`src/include/fsrb_regs.svh`:
```
// Operation
// - Decode offsets 0-7, 6 reserved.
// - Status A visible except in baseline.
// - Status B visible except in baseline.
// - Enhanced status A bit layout.
// - Direction and side bits active high.
// - Protect, index, track zero active low.
// - Second drive bit always reads one.
// - Alternate status A bit layout.
// - Alternate direction, side inverted; inputs high.
// - Step latch cleared by input read, resets.
// - Bit 7 shows interrupt output.
// - Status B bit layout, reset c0.
// - Motor bits: hardware reset only.
// - Bit 2 shows write gate.
// - Data toggles flip on inactive edges.
// - Bit 5 mirrors drive select 0.
`ifndef FSRB_REGS_SVH
`define FSRB_REGS_SVH

// ----------------------------------------
// Register offsets
// ----------------------------------------
`define FSRB_OFS_STATUS_A   3'h0
`define FSRB_OFS_STATUS_B   3'h1
`define FSRB_OFS_DRIVE_CTL  3'h2
`define FSRB_OFS_TAPE       3'h3
`define FSRB_OFS_MAIN_STAT  3'h4
`define FSRB_OFS_FIFO       3'h5
`define FSRB_OFS_RESERVED   3'h6
`define FSRB_OFS_INPUT_STAT 3'h7

// ----------------------------------------
// Drive output control fields
// ----------------------------------------
`define FSRB_DOC_SEL0       0
`define FSRB_DOC_SEL1       1
`define FSRB_DOC_RESET_N    2
`define FSRB_DOC_DMA_EN     3
`define FSRB_DOC_MOTOR0     4
`define FSRB_DOC_MOTOR1     5

// ----------------------------------------
// Reset values and masks
// ----------------------------------------
`define FSRB_DOC_RESET      8'h00
`define FSRB_TAPE_RESET     2'h0
`define FSRB_STATUS_B_RESET 8'hc0
`define FSRB_ONES2          2'h3
`define FSRB_ZEROS6         6'h00

`endif

```
`src/include/fsrb_pkg.sv`:
```
// ----------------------------------------
// Types shared by the status bank
// ----------------------------------------
package fsrb_pkg;

  // Compatibility mode, one code is illegal
  typedef enum logic [1:0] {
    fsrb_mode_enhanced,
    fsrb_mode_alternate,
    fsrb_mode_baseline
  } fsrb_mode_type;

  // Drive pins and core state seen by the bank
  typedef struct packed {
    logic write_protect_n;
    logic index_pulse_n;
    logic track_zero_n;
    logic head_side_select;
    logic step;
    logic direction;
    logic read_data;
    logic write_data;
    logic write_gate;
    logic irq;
    logic dma_request_pending;
  } fsrb_drive_in_type;

  // Controls taken from drive output control
  typedef struct packed {
    logic       motor_out_1;
    logic       motor_out_0;
    logic [1:0] drive_sel;
    logic       dma_enable;
    logic       soft_reset;
  } fsrb_drive_out_type;

  // Strobes towards the command core
  typedef struct packed {
    logic rate_wr;
    logic fifo_wr;
    logic fifo_rd;
    logic config_wr;
    logic input_rd;
  } fsrb_strobe_type;

endpackage : fsrb_pkg

```
`src/rtl/fsrb_bank.sv`:
```
`timescale 1ns/10ps
`include "fsrb_regs.svh"

module fsrb_bank (
  input  wire logic                        clk,
  input  wire logic                        rst,
  // Byte I/O cycle from the host side
  input  wire logic [2:0]                  io_addr,
  input  wire logic                        io_rd,
  input  wire logic                        io_wr,
  input  wire logic [7:0]                  io_wdata,
  output logic      [7:0]                  io_rdata,
  output logic                             io_rdata_oe,
  // Configuration
  input  wire fsrb_pkg::fsrb_mode_type     compat_mode,
  // Drive pins and core state
  input  wire fsrb_pkg::fsrb_drive_in_type drive_in,
  // Read values of registers kept by the core
  input  wire logic [7:0]                  core_main_stat,
  input  wire logic [7:0]                  core_fifo,
  input  wire logic [7:0]                  core_input_stat,
  // Towards drive and core
  output fsrb_pkg::fsrb_drive_out_type     drive_out,
  output fsrb_pkg::fsrb_strobe_type        core_strobe,
  output logic      [7:0]                  core_wdata
);

  // ----------------------------------------
  // Address decode
  // ----------------------------------------

  // One select line per offset except 6
  wire logic sel_a;
  wire logic sel_b;
  wire logic sel_doc;
  wire logic sel_tape;
  wire logic sel_main;
  wire logic sel_fifo;
  wire logic sel_input;

  assign sel_a     = (io_addr == `FSRB_OFS_STATUS_A);
  assign sel_b     = (io_addr == `FSRB_OFS_STATUS_B);
  assign sel_doc   = (io_addr == `FSRB_OFS_DRIVE_CTL);
  assign sel_tape  = (io_addr == `FSRB_OFS_TAPE);
  assign sel_main  = (io_addr == `FSRB_OFS_MAIN_STAT);
  assign sel_fifo  = (io_addr == `FSRB_OFS_FIFO);
  assign sel_input = (io_addr == `FSRB_OFS_INPUT_STAT);

  // Offset 6 matches no select, so it is
  // never driven and writes are dropped

  // ----------------------------------------
  // Mode decode
  // ----------------------------------------

  // Mode flags
  logic mode_enh;
  logic mode_alt;
  logic mode_base;

  // Illegal code falls back to baseline,
  // the safest view since it hides A and B
  always_comb begin
    mode_enh  = 1'b0;
    mode_alt  = 1'b0;
    mode_base = 1'b0;
    unique case (compat_mode)
      fsrb_pkg::fsrb_mode_enhanced: begin
        mode_enh = 1'b1;
      end
      fsrb_pkg::fsrb_mode_alternate: begin
        mode_alt = 1'b1;
      end
      fsrb_pkg::fsrb_mode_baseline: begin
        mode_base = 1'b1;
      end
      default: begin
        mode_base = 1'b1;
      end
    endcase
  end

  // ----------------------------------------
  // Drive output control register
  // ----------------------------------------

  // Drive output control contents
  logic [7:0] doc;
  // Tape assignment, two bits only
  logic [1:0] tape_sel;

  // Write strobes
  wire logic wr_doc;
  wire logic wr_tape;

  assign wr_doc  = io_wr & sel_doc;
  assign wr_tape = io_wr & sel_tape;

  // Hardware reset only; the soft reset bit
  // lives here and must not clear itself
  always_ff @(posedge clk or posedge rst) begin
    if (rst) begin
      doc <= `FSRB_DOC_RESET;
    end else if (wr_doc) begin
      doc <= io_wdata;
    end
  end

  // Tape register ignores soft reset too
  always_ff @(posedge clk or posedge rst) begin
    if (rst) begin
      tape_sel <= `FSRB_TAPE_RESET;
    end else if (wr_tape) begin
      tape_sel <= io_wdata[1:0];
    end
  end

  // Soft reset while the bit reads zero
  wire logic soft_rst;

  assign soft_rst = ~doc[`FSRB_DOC_RESET_N];

  // Motor outputs follow the stored bits
  // One driver for the whole struct keeps lint quiet
  assign drive_out = '{
    motor_out_1: doc[`FSRB_DOC_MOTOR1],
    motor_out_0: doc[`FSRB_DOC_MOTOR0],
    drive_sel:   doc[`FSRB_DOC_SEL1:`FSRB_DOC_SEL0],
    dma_enable:  doc[`FSRB_DOC_DMA_EN],
    soft_reset:  soft_rst
  };

  // ----------------------------------------
  // Edge detection on drive signals
  // ----------------------------------------

  // Previous samples
  logic step_q;
  logic rdata_q;
  logic wdata_q;

  // Inputs are synchronous, one stage is enough
  always_ff @(posedge clk or posedge rst) begin
    if (rst) begin
      step_q  <= 1'b0;
      rdata_q <= 1'b0;
      wdata_q <= 1'b0;
    end else begin
      step_q  <= drive_in.step;
      rdata_q <= drive_in.read_data;
      wdata_q <= drive_in.write_data;
    end
  end

  // Step going active
  wire logic step_rise;
  // Data pulses going inactive
  wire logic rdata_fall;
  wire logic wdata_fall;

  assign step_rise  = drive_in.step & ~step_q;
  assign rdata_fall = rdata_q & ~drive_in.read_data;
  assign wdata_fall = wdata_q & ~drive_in.write_data;

  // ----------------------------------------
  // Step latch
  // ----------------------------------------

  // Latched step flag
  logic step_latch;

  // Read of the input status clears it
  wire logic rd_input;

  assign rd_input = io_rd & sel_input;

  // A new step beats a clear in the same cycle,
  // otherwise a step edge could be lost
  always_ff @(posedge clk or posedge rst) begin
    if (rst) begin
      step_latch <= 1'b0;
    end else if (step_rise) begin
      step_latch <= 1'b1;
    end else if (rd_input | soft_rst) begin
      step_latch <= 1'b0;
    end
  end

  // ----------------------------------------
  // Data toggles
  // ----------------------------------------

  // Toggle flip-flops
  logic rdata_tog;
  logic wdata_tog;

  // Only a hardware reset clears them
  always_ff @(posedge clk or posedge rst) begin
    if (rst) begin
      rdata_tog <= 1'b0;
      wdata_tog <= 1'b0;
    end else begin
      rdata_tog <= rdata_tog ^ rdata_fall;
      wdata_tog <= wdata_tog ^ wdata_fall;
    end
  end

  // ----------------------------------------
  // Status A layouts
  // ----------------------------------------

  // Enhanced view
  wire logic [7:0] status_a_enh;
  // Alternate view
  wire logic [7:0] status_a_alt;

  assign status_a_enh = {
    drive_in.irq,
    1'b1,
    drive_in.step,
    drive_in.track_zero_n,
    drive_in.head_side_select,
    drive_in.index_pulse_n,
    drive_in.write_protect_n,
    drive_in.direction
  };

  assign status_a_alt = {
    drive_in.irq,
    drive_in.dma_request_pending,
    step_latch,
    ~drive_in.track_zero_n,
    ~drive_in.head_side_select,
    ~drive_in.index_pulse_n,
    ~drive_in.write_protect_n,
    ~drive_in.direction
  };

  // Layout picked by mode
  wire logic [7:0] status_a;

  assign status_a = mode_alt ? status_a_alt
                  : mode_enh ? status_a_enh : 8'h00;

  // ----------------------------------------
  // Status B layout
  // ----------------------------------------

  // Same layout in both visible modes
  wire logic [7:0] status_b;

  assign status_b = {
    `FSRB_ONES2,
    doc[`FSRB_DOC_SEL0],
    wdata_tog,
    rdata_tog,
    drive_in.write_gate,
    doc[`FSRB_DOC_MOTOR1],
    doc[`FSRB_DOC_MOTOR0]
  };

  // ----------------------------------------
  // Read multiplexer
  // ----------------------------------------

  // Bus is driven for this offset
  wire logic drive_a;
  wire logic drive_b;
  wire logic drive_hit;

  // Baseline leaves A and B undriven
  assign drive_a = sel_a & ~mode_base;
  assign drive_b = sel_b & ~mode_base;

  assign drive_hit = drive_a | drive_b | sel_doc | sel_tape
                   | sel_main | sel_fifo | sel_input;

  // Selected read value
  logic [7:0] rd_value;

  // Unmatched offsets return zero but are
  // also not driven, so the value is moot
  always_comb begin
    rd_value = 8'h00;
    if (drive_a) begin
      rd_value = status_a;
    end else if (drive_b) begin
      rd_value = status_b;
    end else if (sel_doc) begin
      rd_value = doc;
    end else if (sel_tape) begin
      rd_value = {`FSRB_ZEROS6, tape_sel};
    end else if (sel_main) begin
      rd_value = core_main_stat;
    end else if (sel_fifo) begin
      rd_value = core_fifo;
    end else if (sel_input) begin
      rd_value = core_input_stat;
    end
  end

  // ----------------------------------------
  // Read data register
  // ----------------------------------------

  // Answer one cycle after the read strobe,
  // held for exactly one cycle
  always_ff @(posedge clk or posedge rst) begin
    if (rst) begin
      io_rdata    <= 8'h00;
      io_rdata_oe <= 1'b0;
    end else begin
      io_rdata    <= (io_rd & drive_hit) ? rd_value : 8'h00;
      io_rdata_oe <= io_rd & drive_hit;
    end
  end

  // ----------------------------------------
  // Strobes towards the core
  // ----------------------------------------

  // Next strobe values
  fsrb_pkg::fsrb_strobe_type next_strobe;

  // Rate select and main status share 4,
  // config and input status share 7
  always_comb begin
    next_strobe.rate_wr   = io_wr & sel_main;
    next_strobe.fifo_wr   = io_wr & sel_fifo;
    next_strobe.fifo_rd   = io_rd & sel_fifo;
    next_strobe.config_wr = io_wr & sel_input;
    next_strobe.input_rd  = rd_input;
  end

  // Registered so strobes and data line up
  always_ff @(posedge clk or posedge rst) begin
    if (rst) begin
      core_strobe <= '0;
      core_wdata  <= 8'h00;
    end else begin
      core_strobe <= next_strobe;
      core_wdata  <= io_wr ? io_wdata : 8'h00;
    end
  end

endmodule : fsrb_bank

```
`config.mk`:
```
export PLATFORM = sky130hd
export DESIGN_NAME = fsrb_bank
export DESIGN_NICKNAME = d
export VERILOG_FILES = /design/src/include/fsrb_pkg.sv /design/src/rtl/fsrb_bank.sv
export VERILOG_INCLUDE_DIRS = /design/src /design/src/include
export SDC_FILE = /design/constraint.sdc
export NUM_CORES = 1
export LEC_CHECK = 0
export ABC_AREA = 1
export BUFFER_PORTS_ARGS = -buffer_cell sky130_fd_sc_hd__buf_2
export CORE_UTILIZATION = 48
export DETAILED_ROUTE_END_ITERATION = 8
export MAX_ROUTING_LAYER = met4
export PLACE_DENSITY = 0.83
export SKIP_CTS_REPAIR_TIMING = 1
export SLEW_MARGIN = 5
export SYNTH_ARGS = -nofsm -noshare
export SYNTH_HDL_FRONTEND = slang
export SYNTH_SLANG_ARGS = --single-unit
```
`constraint.sdc`:
```
create_clock -name clk -period 1.3 [get_ports clk]
set_input_delay 0.195 -clock clk [delete_from_list [all_inputs] [get_ports clk]]
set_output_delay 0.195 -clock clk [all_outputs]
set_load 0.01 [all_outputs]
```
==> results by group <==
Outcome
  • Status: finished clean

Timing
  • Post-route minimum period: 1.10 ns
  • Fin Setup TNS: 0 ns
  • Final worst-path cycle share: between 80% and 90%
  • Worst setup margin: just under 0.2 ns
  • RSZ-0062 raised after global routing: false
  • Final number of hold-violating endpoints: 0
  • Final setup viols: 0
  • Achievable frequency: 0.906 GHz
  • Skew final: ~0.0041 ns
  • Rel. slew slack: 81.0%
  • Worst-margin pin slew: 0.285 ns
  • Max-slew violations: 0

Worst setup path
  • Arrival time at the worst endpoint: roughly 0.91 ns
  • Max stage delay cell, worst path: dfrtp_1
  • R2r setup slk: 0.43 ns
  • Path type of the worst setup path: reg -> out
  • CP startpoint kind: register
  • Crit path max fanout: 3
  • Slowest Stage Delay on Critical Path: approximately 0.40 ns
  • Worst Path Required: 1.11 ns
  • Crit path capture type: primary output
  • CP cell instances: inv_1 -> buf_2

Synth
  • Synth Area per Inst: 7.91 um^2
  • Syn. warnings: 0
  • Synth top area cells: dfrtp_1 48%, nand2_1 13%, nand3_1 6.3%
  • Top-area cell type share of the netlist area: 48.3%
  • Cell taking the most area after synthesis: dfrtp_1
  • Syn Nets: 301
  • Syn Inst Count: 249
  • Number of distinct library cells after synthesis: 24
  • Netlist area before placement: 1970 um^2
  • Register area share after synthesis: ~48%
  • Yosys reg bits: 38

Detailed routing
  • # DRC: 0
  • Antenna-violating nets left: 0
  • Via/cell ratio: 5.13
  • DR iter-0 viols: roughly 140
  • Drt pass-1 iters: 4
  • DR vias: 1923
  • WL final: about 4600 um
  • Wire length per cell: 12.4 um

Placement
  • Setup WS pre-CTS: 0.00644 ns
  • Placed Cells incl. Taps: 367
  • Placer congestion estimate: 0.933
  • Buffers on Ports: 79
  • Post-DP HPWL: 3580 um

Floorplanning
  • Core ar.: 3800 um^2
  • Die H: 66.1 um
  • I/O Pins: 80
  • Starting Density: 51.9%
  • Number of cell rows: 22
  • Die W: ~66 um
  • Die ar.: about 4400 um^2

Power and ir drop
  • Peak supply drop: 0.757 mV
  • Pwr dens: 1090 nW/um^2
  • Leakage: 1.41 nW

Global routing
  • First-pass GRT wire length: 7460 um
  • Vias in the first global route: 1792
  • Largest net degree at the start of global routing: 39
  • Initial antenna violation count: 0
  • Total global routing overflow: 0
  • GR Util All Layers: 23.4%

Cells and area
  • Commonest non-fill, non-tap cell in the layout: buf_2
  • N_diodes: 0
  • Layout area overhead: 25.1%
  • Non-filler cells, final: 375
  • Most frequent cells in the layout: 79 x buf_2, 68 x nand2_1, 38 x dfrtp_1, 29 x inv_1, 25 x nand3_1
  • Nets@finish: 379
  • Share of cells above drive strength 1: 33.0%

Clock network
  • Clk sinks: 38
  • Inserted Clock Buffers: 5
  • Worst-Skew Late Latency: 0.29 ns
  • H-tree levels: 2
  • Clock transition at path regs: ~0.070 ns
  • Max clock buf depth: 2
  • CTS root buf: clkbuf_8
  • CTS tree: done

Min path
  • Worst hold path class: in -> reg

Run
  • # Max-Cap Violations: 0
## kinds of logic (layout without fill, tap and decap cells)
logic type,after synthesis,in the layout,share of synthesized area (%)
xor+xnor,2,2,0.889
simple gates,136,136,31.5
flops,38,38,48.3
compound gates,25,25,7.17
buf+inv,48,126,12.2
## per-stage QoR
| stage | util (%) | hold WS [ns] | area [um^2] | power, mW |
|---|---|---|---|---|
| final | 64.9 | 0.0234 | 2460 | 2.70 |
| after global placement | 62.5 | 0.254 | 2380 | 1.95 |
| after floorplan | - | 0.226 | 1970 | 1.78 |
| after CTS | 64.6 | -0.0495 | 2450 | 2.71 |
| after global routing | 64.9 | 0.0197 | 2460 | 2.85 |
| after detailed placement | 62.5 | 0.259 | 2380 | 1.97 |
## sequential cells by signal, indices dropped and copies added (netlist names)
name / count
doc: 8
rdata_tog: 1
step_latch: 1
core_strobe: 5
core_wdata: 8
wdata_tog: 1
step_q: 1
wdata_q: 1
tape_sel: 2
io_rdata_oe: 1
rdata_q: 1
io_rdata: 8
## metal layers
| metal | part of all wire [%] | GRT usage (%) |
|---|---|---|
| met3 | 7.6 | 5.00 |
| met1 | 43 | 27.6 |
| met5 | 0 | - |
| met2 | 47 | 38.3 |
| met4 | 2.8 | 10.6 |
## area by class of cell
cell class,instances,area [um^2]
Clock inverter,2,10.0
Fill cell,318,1330
Tap cell,48,60.1
Clock buffer,5,68.8
Multi-Input combinational cell,163,779
Inverter,32,125
Timing Repair Buffer,87,470
Sequential cell,38,951
## power by group
part | switching (mW) | internal [mW]
sequential | 0.0623 | 1.31
clock | 0.386 | 0.359
combinational | 0.346 | 0.229
## path summary, 6_finish.rpt
check,startpoint,endpoint,cells past startpoint
setup reg to reg,tape_sel[0]$_DFFE_PP0P_,io_rdata[0]$_DFF_PP0_,4
max in group asynchronous,rst,core_strobe[1]$_DFF_PP0_,4
hold / removal,drive_in[4],rdata_q$_DFF_PP0_,1
min in group asynchronous,rst,core_wdata[4]$_DFF_PP0_,4
hold reg to reg,step_q$_DFF_PP0_,step_latch$_DFFE_PP0P_,1
setup / recovery,doc[2]$_DFFE_PP0P_,drive_out[0],2
## Yosys cell counts
master,number
o22ai_1,2
inv_2,1
nand4_1,12
o21ai_1,1
buf_2,5
nor2_1,19
nor3_1,1
nor2_2,5
dfrtp_1,38
nand2_4,2
buf_4,7
a21oi_1,4
nand2_2,2
inv_4,2
nand2_1,68
nor2_4,2
a21oi_4,1
o31ai_1,1
xor2_1,2
inv_1,29
buf_6,3
clkbuf_1,1
nand3_1,25
o21ai_0,16
## critical path: cells and delay by family, from the launching register on
kind / cells / cell delay [ns]
flip-flops: 1 / 0.40
buffers and inverters: 2 / 0.22
No activity file was read; power rests on OpenSTA's default activity.
